File: src/inc/adrf_pkg.sv
// constants, field positions and carrier types of the converter register file
// assumes one 20 MHz clock; the conversion engine shares that clock
//
// Summary of operation
// - four-bit select code picks nine registers; codes 0-3 are bytes, 4-8 are words
// - status and result registers are read-only; control and coefficient registers read-write
// - system gain overrange flag set when a system gain calibration overranges
// - status rate field shows rate of held result or of the calibration
// - overrange flag follows each result: set if clipped high, else cleared
// - underrange flag follows each result: set if clipped low, else cleared
// - modulator busy flag high while converting or calibrating, low otherwise
// - result ready flag set when a new result reaches the result register
// - result read outside a conversion clears ready only when the next conversion starts
// - result read during a following conversion clears ready right after the read
// - mains select bit high picks 50Hz rate set, low picks 60Hz set
// - polarity bit high selects unipolar range, low selects bipolar
// - clock select bit high takes external clock, low the internal oscillator
// - reference buffer bit enables buffers; low powers down and bypasses them
// - input buffer bit enables buffers; low powers down and bypasses them
// - bipolar results two's complement when format low, offset binary when high
// - single mode bit high converts once then sleeps; low converts continuously
// - first three continuous results are invalid and left unflagged for host
// - continuous mode signals end of conversion by ready pin rising 0 to 1
// - command byte: start 1, mode 1, zero, four select bits, read/write bit
// - pin direction 0 reads pin level back, 1 drives stored level out
// - writes to the result register are ignored
package adrf_pkg;

    // ----------------------------------------
    // timing
    // ----------------------------------------
    localparam int CLK_NS = 50;
    localparam int EOC_HIGH_NS = 200;
    localparam int EOC_CYCLES = (EOC_HIGH_NS + CLK_NS - 1) / CLK_NS;

    // ----------------------------------------
    // register select codes and reset values
    // ----------------------------------------
    localparam logic [3:0] SEL_STATUS = 4'h0;
    localparam logic [3:0] SEL_CTRL_ONE = 4'h1;
    localparam logic [3:0] SEL_PINS = 4'h2;
    localparam logic [3:0] SEL_GAIN_CAL = 4'h3;
    localparam logic [3:0] SEL_DATA = 4'h4;
    localparam logic [3:0] SEL_SYS_OFFSET = 4'h5;
    localparam logic [3:0] SEL_SYS_GAIN = 4'h6;
    localparam logic [3:0] SEL_SELF_OFFSET = 4'h7;
    localparam logic [3:0] SEL_SELF_GAIN = 4'h8;
    localparam logic [7:0] RST_STATUS = 8'h00;
    localparam logic [7:0] RST_CTRL_ONE = 8'h02;
    localparam logic [7:0] RST_PINS = 8'h0F;
    localparam logic [7:0] RST_GAIN_CAL = 8'h1E;
    localparam logic [23:0] RST_WORD = 24'h000000;
    localparam logic [7:0] CTRL_ONE_MASK = 8'hFE;
    localparam logic [7:0] GAIN_CAL_MASK = 8'hFE;

    // ----------------------------------------
    // command byte and control bit fields
    // ----------------------------------------
    localparam int CMD_START = 7;
    localparam int CMD_MODE = 6;
    localparam int CMD_ZERO = 5;
    localparam int CMD_SEL_LSB = 1;
    localparam int CMD_RW = 0;
    localparam logic [4:0] BYTE_LAST = 5'h07;
    localparam logic [4:0] WORD_LAST = 5'h17;
    localparam int C1_MAINS = 7;
    localparam int C1_UNIPOLAR = 6;
    localparam int C1_EXTERNAL_CLOCK_SELECT = 5;
    localparam int C1_REFERENCE_BUFFER_ENABLE = 4;
    localparam int C1_INPUT_BUFFER_ENABLE = 3;
    localparam int C1_FORMAT = 2;
    localparam int C1_SINGLE = 1;
    localparam int PIN_DIR_LSB = 4;

    // ----------------------------------------
    // carriers
    // ----------------------------------------
    typedef enum {ST_CMD, ST_WRITE, ST_READ} adrf_state_type;

    typedef struct packed {
        logic conv_start;
        logic busy;
        logic result_valid;
        logic [15:0] result;
        logic over_range;
        logic under_range;
        logic [2:0] rate;
        logic cal_done;
        logic gain_over;
    } adrf_event_type;

    typedef struct packed {
        logic mains_frequency_select;
        logic unipolar;
        logic external_clock_select;
        logic reference_buffer_enable;
        logic input_buffer_enable;
        logic offset_binary;
        logic single_conversion_mode;
        logic [2:0] digital_gain_field;
        logic skip_system_gain;
        logic skip_system_offset;
        logic skip_self_gain;
        logic skip_self_offset;
        logic [23:0] system_offset_coefficient;
        logic [23:0] system_gain_coefficient;
        logic [23:0] self_offset_coefficient;
        logic [23:0] self_gain_coefficient;
    } adrf_control_type;

    typedef struct packed {
        logic valid;
        logic [6:0] code;
    } adrf_command_type;

endpackage

File: src/design/adrf_register_file.sv
// register file, status flags and serial command port of the converter
// assumes the conversion engine drives EVENTS on CLOCK; serial pins are asynchronous
module adrf_register_file #(
    parameter int PINS = 4
) (
    // clock and reset
    input wire logic CLOCK,
    input wire logic RESETN,
    // serial link
    input wire logic SCLK,
    input wire logic CS_N,
    input wire logic DIN,
    output logic RDY_DOUT,
    output logic RDY_DOUT_OE,
    // general pins
    input wire logic [PINS-1:0] GPIO_IN,
    output logic [PINS-1:0] GPIO_OUT,
    output logic [PINS-1:0] GPIO_OE,
    // conversion engine
    input wire adrf_pkg::adrf_event_type EVENTS,
    output adrf_pkg::adrf_control_type CONTROL,
    output adrf_pkg::adrf_command_type COMMAND
);
    // ----------------------------------------
    // pin synchronisation and edges
    // ----------------------------------------
    logic sclk_s, cs_n_s, din_s, sclk_d, rise, fall;
    logic [PINS-1:0] pin_s;

    adrf_sync #(.WIDTH(3 + PINS), .RESET_VALUE({3'h3, {PINS{1'b0}}})) u_sync (
        .clock(CLOCK),
        .resetn(RESETN),
        .async_in({SCLK, CS_N, DIN, GPIO_IN}),
        .sync_out({sclk_s, cs_n_s, din_s, pin_s})
    );

    always_ff @(posedge CLOCK or negedge RESETN) begin
        if (!RESETN) sclk_d <= 1'b0;
        else sclk_d <= sclk_s;
    end

    // mode 0 style: sample on rising, shift out on falling
    assign rise = sclk_s & ~sclk_d & ~cs_n_s;
    assign fall = ~sclk_s & sclk_d & ~cs_n_s;

    // ----------------------------------------
    // registers
    // ----------------------------------------
    logic [7:0] ctrl_one, pin_reg, gain_cal;
    logic [23:0] data_reg, sys_offset, sys_gain, self_offset, self_gain;
    logic system_gain_overrange_flag, over, under, busy, ready, read_seen;
    logic [2:0] rate;
    logic [7:0] status_byte, pins_read;

    adrf_pkg::adrf_state_type state;
    logic [4:0] bit_cnt, last_bit;
    logic [23:0] shift_in, shift_out, wr_word;
    logic [7:0] cmd;
    logic [3:0] sel;
    logic cmd_done, wr_strobe, data_read_done, sel_word;
    logic [2:0] eoc_cnt;

    assign cmd = {shift_in[6:0], din_s};
    assign wr_word = {shift_in[22:0], din_s};
    assign sel_word = (sel >= adrf_pkg::SEL_DATA) && (sel <= adrf_pkg::SEL_SELF_GAIN);
    assign last_bit = (state == adrf_pkg::ST_CMD || !sel_word) ? adrf_pkg::BYTE_LAST
                                                              : adrf_pkg::WORD_LAST;
    assign cmd_done = rise && state == adrf_pkg::ST_CMD && bit_cnt == adrf_pkg::BYTE_LAST;
    assign wr_strobe = rise && state == adrf_pkg::ST_WRITE && bit_cnt == last_bit;
    assign data_read_done = rise && state == adrf_pkg::ST_READ && bit_cnt == last_bit
                            && sel == adrf_pkg::SEL_DATA;
    assign status_byte = {system_gain_overrange_flag, rate, over, under, busy, ready};

    // input pins read their live level, output pins their stored level
    genvar g;
    generate
        for (g = 0; g < PINS; g++) begin : g_pin_read
            assign pins_read[g] = pin_reg[adrf_pkg::PIN_DIR_LSB + g] ? pin_reg[g] : pin_s[g];
            assign pins_read[adrf_pkg::PIN_DIR_LSB + g] = pin_reg[adrf_pkg::PIN_DIR_LSB + g];
        end
    endgenerate

    function automatic logic [23:0] read_value(input logic [3:0] code);
        unique case (code)
            adrf_pkg::SEL_STATUS: read_value = {status_byte, 16'h0000};
            adrf_pkg::SEL_CTRL_ONE: read_value = {ctrl_one, 16'h0000};
            adrf_pkg::SEL_PINS: read_value = {pins_read, 16'h0000};
            adrf_pkg::SEL_GAIN_CAL: read_value = {gain_cal, 16'h0000};
            adrf_pkg::SEL_DATA: read_value = data_reg;
            adrf_pkg::SEL_SYS_OFFSET: read_value = sys_offset;
            adrf_pkg::SEL_SYS_GAIN: read_value = sys_gain;
            adrf_pkg::SEL_SELF_OFFSET: read_value = self_offset;
            adrf_pkg::SEL_SELF_GAIN: read_value = self_gain;
            default: read_value = 24'h000000;
        endcase
    endfunction

    // ----------------------------------------
    // serial framing
    // ----------------------------------------
    always_ff @(posedge CLOCK or negedge RESETN) begin
        if (!RESETN) begin
            state <= adrf_pkg::ST_CMD;
            bit_cnt <= 5'h00;
            sel <= 4'h0;
        end else if (cs_n_s) begin
            state <= adrf_pkg::ST_CMD;
            bit_cnt <= 5'h00;
        end else if (rise) begin
            if (bit_cnt != last_bit) begin
                bit_cnt <= bit_cnt + 5'h01;
            end else begin
                bit_cnt <= 5'h00;
                if (state == adrf_pkg::ST_CMD) begin
                    if (cmd[adrf_pkg::CMD_START] && cmd[adrf_pkg::CMD_MODE]
                        && !cmd[adrf_pkg::CMD_ZERO]) begin
                        sel <= cmd[adrf_pkg::CMD_SEL_LSB +: 4];
                        state <= cmd[adrf_pkg::CMD_RW] ? adrf_pkg::ST_READ : adrf_pkg::ST_WRITE;
                    end
                end else begin
                    state <= adrf_pkg::ST_CMD;
                end
            end
        end
    end

    always_ff @(posedge CLOCK or negedge RESETN) begin
        if (!RESETN) shift_in <= 24'h000000;
        else if (rise) shift_in <= wr_word;
    end

    // the word is frozen at the command byte, so a result landing mid-read cannot tear it
    always_ff @(posedge CLOCK or negedge RESETN) begin
        if (!RESETN) begin
            shift_out <= 24'h000000;
        end else if (cmd_done) begin
            shift_out <= read_value(cmd[adrf_pkg::CMD_SEL_LSB +: 4]);
        end else if (fall && state == adrf_pkg::ST_READ) begin
            shift_out <= {shift_out[22:0], 1'b0};
        end
    end

    always_ff @(posedge CLOCK or negedge RESETN) begin
        if (!RESETN) begin
            COMMAND <= '0;
        end else begin
            COMMAND.valid <= cmd_done && cmd[adrf_pkg::CMD_START] && !cmd[adrf_pkg::CMD_MODE];
            COMMAND.code <= cmd[6:0];
        end
    end

    // ----------------------------------------
    // writable registers
    // ----------------------------------------
    always_ff @(posedge CLOCK or negedge RESETN) begin
        if (!RESETN) begin
            ctrl_one <= adrf_pkg::RST_CTRL_ONE;
            pin_reg <= adrf_pkg::RST_PINS;
            gain_cal <= adrf_pkg::RST_GAIN_CAL;
            sys_offset <= adrf_pkg::RST_WORD;
            sys_gain <= adrf_pkg::RST_WORD;
            self_offset <= adrf_pkg::RST_WORD;
            self_gain <= adrf_pkg::RST_WORD;
        end else if (wr_strobe) begin
            unique case (sel)
                adrf_pkg::SEL_CTRL_ONE: ctrl_one <= wr_word[7:0] & adrf_pkg::CTRL_ONE_MASK;
                adrf_pkg::SEL_PINS: pin_reg <= wr_word[7:0];
                adrf_pkg::SEL_GAIN_CAL: gain_cal <= wr_word[7:0] & adrf_pkg::GAIN_CAL_MASK;
                adrf_pkg::SEL_SYS_OFFSET: sys_offset <= wr_word;
                adrf_pkg::SEL_SYS_GAIN: sys_gain <= wr_word;
                adrf_pkg::SEL_SELF_OFFSET: self_offset <= wr_word;
                adrf_pkg::SEL_SELF_GAIN: self_gain <= wr_word;
                default: ;
            endcase
        end
    end

    always_ff @(posedge CLOCK or negedge RESETN) begin
        if (!RESETN) begin
            GPIO_OUT <= '0;
            GPIO_OE <= '0;
        end else begin
            GPIO_OUT <= pin_reg[PINS-1:0];
            GPIO_OE <= pin_reg[adrf_pkg::PIN_DIR_LSB +: PINS];
        end
    end

    always_comb begin
        CONTROL.mains_frequency_select = ctrl_one[adrf_pkg::C1_MAINS];
        CONTROL.unipolar = ctrl_one[adrf_pkg::C1_UNIPOLAR];
        CONTROL.external_clock_select = ctrl_one[adrf_pkg::C1_EXTERNAL_CLOCK_SELECT];
        CONTROL.reference_buffer_enable = ctrl_one[adrf_pkg::C1_REFERENCE_BUFFER_ENABLE];
        CONTROL.input_buffer_enable = ctrl_one[adrf_pkg::C1_INPUT_BUFFER_ENABLE];
        CONTROL.offset_binary = ctrl_one[adrf_pkg::C1_FORMAT];
        CONTROL.single_conversion_mode = ctrl_one[adrf_pkg::C1_SINGLE];
        CONTROL.digital_gain_field = gain_cal[7:5];
        CONTROL.skip_system_gain = gain_cal[4];
        CONTROL.skip_system_offset = gain_cal[3];
        CONTROL.skip_self_gain = gain_cal[2];
        CONTROL.skip_self_offset = gain_cal[1];
        CONTROL.system_offset_coefficient = sys_offset;
        CONTROL.system_gain_coefficient = sys_gain;
        CONTROL.self_offset_coefficient = self_offset;
        CONTROL.self_gain_coefficient = self_gain;
    end

    // ----------------------------------------
    // result and status
    // ----------------------------------------
    // results are stored as they come; the first three continuous ones are not marked
    always_ff @(posedge CLOCK or negedge RESETN) begin
        if (!RESETN) begin
            data_reg <= adrf_pkg::RST_WORD;
            over <= 1'b0;
            under <= 1'b0;
        end else if (EVENTS.result_valid) begin
            data_reg <= {EVENTS.result[15] ^ (ctrl_one[adrf_pkg::C1_FORMAT]
                         & ~ctrl_one[adrf_pkg::C1_UNIPOLAR]), EVENTS.result[14:0], 8'h00};
            over <= EVENTS.over_range;
            under <= EVENTS.under_range;
        end
    end

    always_ff @(posedge CLOCK or negedge RESETN) begin
        if (!RESETN) begin
            rate <= adrf_pkg::RST_STATUS[6:4];
            system_gain_overrange_flag <= 1'b0;
            busy <= 1'b0;
        end else begin
            busy <= EVENTS.busy;
            if (EVENTS.result_valid || EVENTS.cal_done) rate <= EVENTS.rate;
            if (EVENTS.cal_done) system_gain_overrange_flag <= EVENTS.gain_over;
        end
    end

    // a new result always wins over any clear in the same cycle
    always_ff @(posedge CLOCK or negedge RESETN) begin
        if (!RESETN) begin
            ready <= 1'b0;
            read_seen <= 1'b0;
        end else if (EVENTS.result_valid) begin
            ready <= 1'b1;
            read_seen <= 1'b0;
        end else if (data_read_done) begin
            read_seen <= ~EVENTS.busy;
            if (EVENTS.busy) ready <= 1'b0;
        end else if (EVENTS.conv_start) begin
            read_seen <= 1'b0;
            if (read_seen) ready <= 1'b0;
        end
    end

    // ----------------------------------------
    // ready / data pin
    // ----------------------------------------
    always_ff @(posedge CLOCK or negedge RESETN) begin
        if (!RESETN) begin
            eoc_cnt <= 3'h0;
        end else if (EVENTS.result_valid && !ctrl_one[adrf_pkg::C1_SINGLE]) begin
            eoc_cnt <= 3'(adrf_pkg::EOC_CYCLES);
        end else if (eoc_cnt != 3'h0) begin
            eoc_cnt <= eoc_cnt - 3'h1;
        end
    end

    always_ff @(posedge CLOCK or negedge RESETN) begin
        if (!RESETN) begin
            RDY_DOUT <= 1'b1;
            RDY_DOUT_OE <= 1'b0;
        end else begin
            RDY_DOUT_OE <= ~cs_n_s;
            if (state == adrf_pkg::ST_READ) begin
                if (fall) RDY_DOUT <= shift_out[23];
            end else begin
                RDY_DOUT <= (eoc_cnt != 3'h0) | ~ready;
            end
        end
    end
endmodule // adrf_register_file

File: src/design/adrf_sync.sv
// two-flop synchroniser for a group of pins
// assumes the inputs are asynchronous to clock; reset level is a parameter
module adrf_sync #(
    parameter int WIDTH = 1,
    parameter logic [WIDTH-1:0] RESET_VALUE = '0
) (
    // clock and reset
    input wire logic clock,
    input wire logic resetn,
    // pins
    input wire logic [WIDTH-1:0] async_in,
    output logic [WIDTH-1:0] sync_out
);
    logic [WIDTH-1:0] stage;

    always_ff @(posedge clock or negedge resetn) begin
        if (!resetn) begin
            stage <= RESET_VALUE;
            sync_out <= RESET_VALUE;
        end else begin
            stage <= async_in;
            sync_out <= stage;
        end
    end
endmodule // adrf_sync

File: config.mk
export PLATFORM = sky130hd
export DESIGN_NAME = adrf_register_file
export DESIGN_NICKNAME = d
export VERILOG_FILES = /design/src/inc/adrf_pkg.sv /design/src/design/adrf_register_file.sv /design/src/design/adrf_sync.sv
export SDC_FILE = /design/constraint.sdc
export NUM_CORES = 1
export LEC_CHECK = 0
export BUFFER_PORTS_ARGS = -buffer_cell sky130_fd_sc_hd__buf_4
export CAP_MARGIN = 20
export CORE_MARGIN = 5
export CORE_UTILIZATION = 36
export CTS_BUF_LIST = sky130_fd_sc_hd__clkbuf_8
export DETAILED_ROUTE_END_ITERATION = 10
export MAX_ROUTING_LAYER = met4
export PLACE_DENSITY_LB_ADDON = 0.1
export SLEW_MARGIN = 10
export SYNTH_ARGS = -nofsm -noshare
export SYNTH_HDL_FRONTEND = slang
export SYNTH_HIERARCHICAL = 1
export SYNTH_SLANG_ARGS = --single-unit
File: constraint.sdc
create_clock -name CLOCK -period 2.58 [get_ports CLOCK]
set_clock_uncertainty 0.15 [all_clocks]
set_input_delay 0.387 -clock CLOCK [delete_from_list [all_inputs] [get_ports CLOCK]]
set_output_delay 0.387 -clock CLOCK [all_outputs]
set_load 0.05 [all_outputs]
==> results of run 1 <==
[path summary, 6_finish.rpt]
kind,start,end,slack [ns],cells after the start
worst min register to register,u_sync/stage[3],u_sync/sync_out[3],0.20,0
max in group asynchronous,RESETN,u_sync/stage[5],1.27,3
worst max register to register,bit_cnt[0],self_gain[16],0.13,6
worst min-delay path,EVENTS[1],rate[0],0.07,3
min in group asynchronous,RESETN,COMMAND[6],0.28,2
worst max-delay path,bit_cnt[0],self_gain[16],0.13,6
[final cells by class]
cell class | instances | share of cell area, %
sequential | 237 | 44.9
multi-input combinational | 441 | 29.8
timing repair buffer | 234 | 14.6
clock buffer | 56 | 5.82
tap | 378 | 3.57
clock inverter | 24 | 1.09
inverter | 7 | 0.198
[logic make-up (layout without fill, tap and decap cells)]
logic type / count (synthesis) / after routing / share of synthesized area [%]
adders and majority gates: 3 / 3 / 0.370
AOI/OAI and AO/OA: 122 / 122 / 7.93
muxes: 205 / 205 / 24.3
and+or+nand+nor: 107 / 107 / 5.74
xor gates and xnor gates: 4 / 4 / 0.345
buffers and inverters: 60 / 321 / 2.76
DFF: 237 / 237 / 58.6
[per-layer routing]
metal | part of all wire, % | vias to the layer above | wire (um) | global-route usage [%]
met4 | 2.7 | 0 | 801 | 6.16
met1 | 44 | 3570 | 13000 | 24.8
li1 | - | 3176 | - | -
met2 | 48 | 214 | 14200 | 31.1
met5 | 0 | - | 0 | -
met3 | 5.5 | 57 | 1610 | 3.52
[Yosys cell counts (7+ instances only)]
master and n:
a21oi_1 17, nor2_1 30, nor2b_1 9, mux2_2 157
inv_1 7, buf_2 11, o21ai_0 33, clkbuf_1 30
nand3_1 9, nor3_1 7, mux4_2 11, mux2_4 16
dfrtp_1 223, dfstp_2 14, a22oi_1 33, mux2i_1 21
nand2_1 19
[metrics by stage]
step	util, %	std cells	area, sq um	power, mW	hold slack (ns)
floorplan	-	738	10200	4.92	-0.0586
global placement	43.1	1264	12000	5.63	0.187
detailed placement	43.1	1264	12000	5.67	0.187
CTS	47.6	1377	13300	9.43	0.0424
global route	47.6	1377	13300	9.71	0.0630
finish	47.6	1377	13300	9.29	0.0684
[where the power goes]
part | switching [mW] | internal [mW] | total [mW]
clock network | 1.60 | 2.06 | 3.66
registers | 0.269 | 3.89 | 4.16
logic | 0.881 | 0.584 | 1.47
[critical path, stage by stage, from the launching register on]
cell and delay (ns):
dfrtp_1 0.39, ha_1 0.22, and3b_1 0.30, nand3_1 0.19, nor4bb_4 0.35, buf_4 0.32
mux2_2 0.37
==> key figures, run 1 <==
Run status
  • Status: completed

STA
  • Slew HR: between 40% and 50%
  • RSZ-0062 raised after global routing: false
  • Tmin final: about 2.4 ns
  • Slew Limit Fails: 0
  • Setup TNS: 0 ns
  • Period utilisation layout: a little over nine tenths
  • Endpoints failing setup: 0
  • Worst-margin pin slew: between 0.7 and 0.8 ns
  • Worst setup margin: around 0.13 ns
  • Fin. Hold Viols: 0
  • Max Fclk: roughly 410 MHz

Routing
  • # DRC: 0
  • DR WL/cell: approximately 21 um
  • Via count: 7,017
  • DRT Pass-1 Iters: 4
  • WL final: around 30 mm
  • Detail-routed via count per cell: ~5.1
  • Initial DRC count: between 300 and 400
  • Antenna Nets Post-Route: 0

Synthesis
  • Dominant cell type by area after synthesis: dfrtp_1
  • Post-synth EDFFs: 0
  • Fraction of post-synthesis cell area in the top cell type by area: ~55%
  • Yosys warning total: 6
  • Seq/Total Area, Yosys: between 50% and 60%
  • Mapped Cells: 738
  • Synthesized area: between 0.01 and 0.015 sq mm
  • Async S/R FF share, synth: 100%
  • Top cells by area, synth: dfrtp_1, mux2_2, dfstp_2
  • Syn_nets: 776
  • Mean Syn Cell Area: ~14 sq um
  • Top_reg_cell synth: dfrtp_1
  • Post-synthesis register bit count: ~240
  • Distinct cells, synth: ~60

Worst setup path
  • CP Launch Type: register
  • CP required: 2.85 ns
  • Critical Path End Type: register
  • Crit Path Max Fanout: 14
  • CP arrival: roughly 2.7 ns
  • Setup CP Type: reg2reg

Floorplanning
  • Cell row count: 61
  • Core Box Area: 0.0279 sq mm
  • Die area: 0.0317 sq mm
  • Chip Width: about 180 um
  • Initial Util: 36.5%
  • Die height: about 180 um
  • IO Count: roughly 160

Hold path
  • HP Class: in2reg

Clock network
  • CTS buffer count: 43
  • CTS tree: built
  • Post-CTS Resized: 0
  • Cts hold-fix bufs: 33
  • CTS Buffer Depth: 3
  • Clk Latency, worst-skew pair: ~0.57 ns
  • Htree depth: 2
  • Clk sink count: between 200 and 250
  • Worst-path clk slew: 0.06 ns
  • Root Buffer: clkbuf_8
  • Post-CTS setup buffers: 0

Placement
  • DP Wirelength: between 20 and 25 mm
  • GPL Wtd Cong: 0.833
  • Post-Place Worst Slack: approximately 0.17 ns
  • PortBufs: between 150 and 200

Cells and area
  • Nets@finish: 1,002
  • Commonest non-fill, non-tap cell in the layout: dfrtp_1
  • Register Area: slightly below 0.006 sq mm
  • Antenna diode count: 0
  • Layout cell share with drive strength beyond 1: 47.7%
  • Area of the multi-input gates: roughly 0.0040 sq mm
  • Most frequent cells in the layout: dfrtp_1, buf_4, mux2_2
  • Fill cells: roughly 2,500
  • Layout area overhead: 30.5%

GRT
  • Initial antenna violation count: 0
  • Global-route wire length before repair: about 46 mm
  • Remaining Overflow, GRT: 0
  • Largest net degree at the start of global routing: 77
  • Gr usage total: between 10% and 20%
  • Vias in the first global route: roughly 7,700

Run
  • Max_cap viols: 0

Power
  • Power per cell area: 701 mW/mm^2
  • Pleak: 6.45 nW
  • Worst IR drop on VDD: ~0.00027 V
Power figures use the tool's default switching activity.
==> inputs of run 2 (changes only) <==
- CTS_BUF_LIST: sky130_fd_sc_hd__clkbuf_8 -> unset
==> key figures, run 2 (synthesis gave the netlist of run 1 again) <==
Power
  • Worst IR drop on VDD: 0.000546 V
  • Power per cell area: between 700 and 800 mW/mm^2
  • Switching pwr: roughly 2.7 mW
  • Sw Share: between 20% and 30%
  • P_int: between 6 and 7 mW
  • Pleak: around 6.4 nW
  • Clk pwr share: between 40% and 50%
  • Logic pwr share: between 15 and 20%
  • Register share of total power: between 40% and 50%

GRT
  • Vias in the first global route: ~7,400
  • Largest net degree at the start of global routing: between 70 and 80
  • Remaining Overflow, GRT: 0
  • Gr usage total: a little under a fifth
  • Global-route wire length before repair: around 45 mm
  • Initial antenna violation count: 0

Worst setup path
  • Worst reg2reg endpoint: self_gain[11]
  • Critical Path End Type: register
  • CP arrival: 2.69 ns
  • CP Launch Type: register
  • CP required: roughly 2.8 ns
  • R2r startpoint: bit_cnt[0]
  • Crit Path Max Fanout: 14
  • Setup CP Type: reg2reg
  • R2R depth: 6
  • Reg-to-reg setup timing slack: ~0.15 ns

Placement
  • GPL Wtd Cong: 0.833
  • DP Wirelength: 20.6 mm
  • PortBufs: around 160

Hold path
  • Hold endpoint: ready
  • Hold path cells: 3
  • Hold wc startpoint: EVENTS[25]
  • HP Class: in2reg

STA
  • Setup TNS: 0 ns
  • Tmin final: about 2.4 ns
  • Slew Limit Fails: 0
  • Slew HR: a little over half
  • Endpoints failing setup: 0
  • Period utilisation layout: a little over nine tenths
  • Fin. Hold Viols: 0
  • RSZ-0062 raised after global routing: false
  • Worst-margin pin slew: 0.675 ns
  • Max Fclk: between 400 and 500 MHz

Clock network
  • Clk sink count: between 200 and 250
  • CTS tree: built
  • CTS Buffer Depth: 3
  • Post-CTS Resized: 0
  • Worst-path clk slew: around 0.060 ns
  • Root Buffer: clkbuf_16
  • Clk Latency, worst-skew pair: approximately 0.54 ns
  • Htree depth: 1
  • Post-CTS setup buffers: 0
  • CTS buffer count: 28
  • Cts hold-fix bufs: 32

Cells and area
  • Layout cell share with drive strength beyond 1: between 40% and 50%
  • Most frequent cells in the layout: dfrtp_1, buf_4, mux2_2
  • Antenna diode count: 0
  • Post-Route Utilization: between 40% and 50%
  • Area of the multi-input gates: 0.00396 sq mm
  • Fill cells: approximately 2,500
  • Nets@finish: 986
  • Layout area overhead: 30.2%
  • Register Area: between 0.005 and 0.006 sq mm
  • Commonest non-fill, non-tap cell in the layout: dfrtp_1

Routing
  • DR WL/cell: 21.9 um
  • Initial DRC count: 428
  • Detail-routed via count per cell: approximately 5.2
  • Via count: around 7,000
  • # DRC: 0
  • DRT Pass-1 Iters: 5
  • Antenna Nets Post-Route: 0
  • WL final: 29.4 mm

Floorplanning
  • Cell row count: approximately 60
  • Die area: around 0.032 sq mm
  • Die height: about 180 um
  • Core Box Area: 0.0279 sq mm
  • Chip Width: about 180 um
  • Initial Util: between 30% and 40%
  • IO Count: 163

Run
  • Max_cap viols: 0

Run status
  • Status: completed
## run 2: cell types whose count changed in the layout (fill, tap and decap cells not counted)
cell / change
clkbuf_8: -51
inv_6: +1
inv_1: -15
clkinv_4: +1
clkinv_2: -1
clkbuf_16: +29
clkbuf_1: +8
dlygate4sd3_1: -1
clkinv_8: -1
inv_8: -1
## run 2: critical path: stages, from the launching register on
cell	delay [ns]
dfrtp_1	0.39
ha_1	0.22
and3b_1	0.30
nand3_1	0.19
nor4bb_4	0.34
buf_4	0.32
mux2_2	0.38
## run 2: worst max-delay path by stage
stage | slack [ns] | from | cells past startpoint | end
floorplan | 0.44 | bit_cnt[0] | 8 | self_gain[0]
global placement | 0.19 | shift_in[2] | 6 | shift_out[21]
detailed placement | 0.17 | bit_cnt[0] | 6 | self_gain[16]
CTS | 0.15 | bit_cnt[0] | 6 | self_gain[11]
global route | 0.04 | bit_cnt[0] | 6 | self_gain[11]
finish | 0.15 | bit_cnt[0] | 6 | self_gain[11]
## run 2: power groups by stage
stage	clock (mW)	combinational, mW	sequential [mW]
CTS	3.93	1.48	4.16
detailed placement	0	1.44	4.23
global route	4.10	1.58	4.18
global placement	0	1.41	4.22
finish	3.82	1.47	4.16
floorplan	0	0.739	4.18
## run 2: per-layer routing
metal / track usage (%) / vias up / routed length [um]
li1: - / 3115 / -
met1: 25.3 / 3568 / 13000
met2: 30.2 / 228 / 14000
met3: 3.07 / 62 / 1480
met4: 6.19 / 0 / 1020
met5: - / - / 0
## run 2: metrics by stage
| stage | cells | hold slack [ns] | total power, mW | area, sq um | setup WS [ns] |
|---|---|---|---|---|---|
| finish | 1346 | 0.0550 | 9.45 | 13200 | 0.151 |
| global route | 1346 | 0.0796 | 9.85 | 13200 | 0.0446 |
| CTS | 1346 | 0.0326 | 9.57 | 13200 | 0.147 |
| global placement | 1264 | 0.187 | 5.63 | 12000 | 0.186 |
| detailed placement | 1264 | 0.187 | 5.67 | 12000 | 0.168 |
| floorplan | 738 | -0.0586 | 4.92 | 10200 | 0.444 |
## run 2: area by class of cell
type | count | share of cell area (%)
Clock inverter | 8 | 0.549
Clock buffer | 42 | 6.23
Tap cell | 378 | 3.58
Timing Repair Buffer | 233 | 14.5
Sequential cell | 237 | 45.0
Inverter | 7 | 0.199
Multi-Input combinational cell | 441 | 29.9
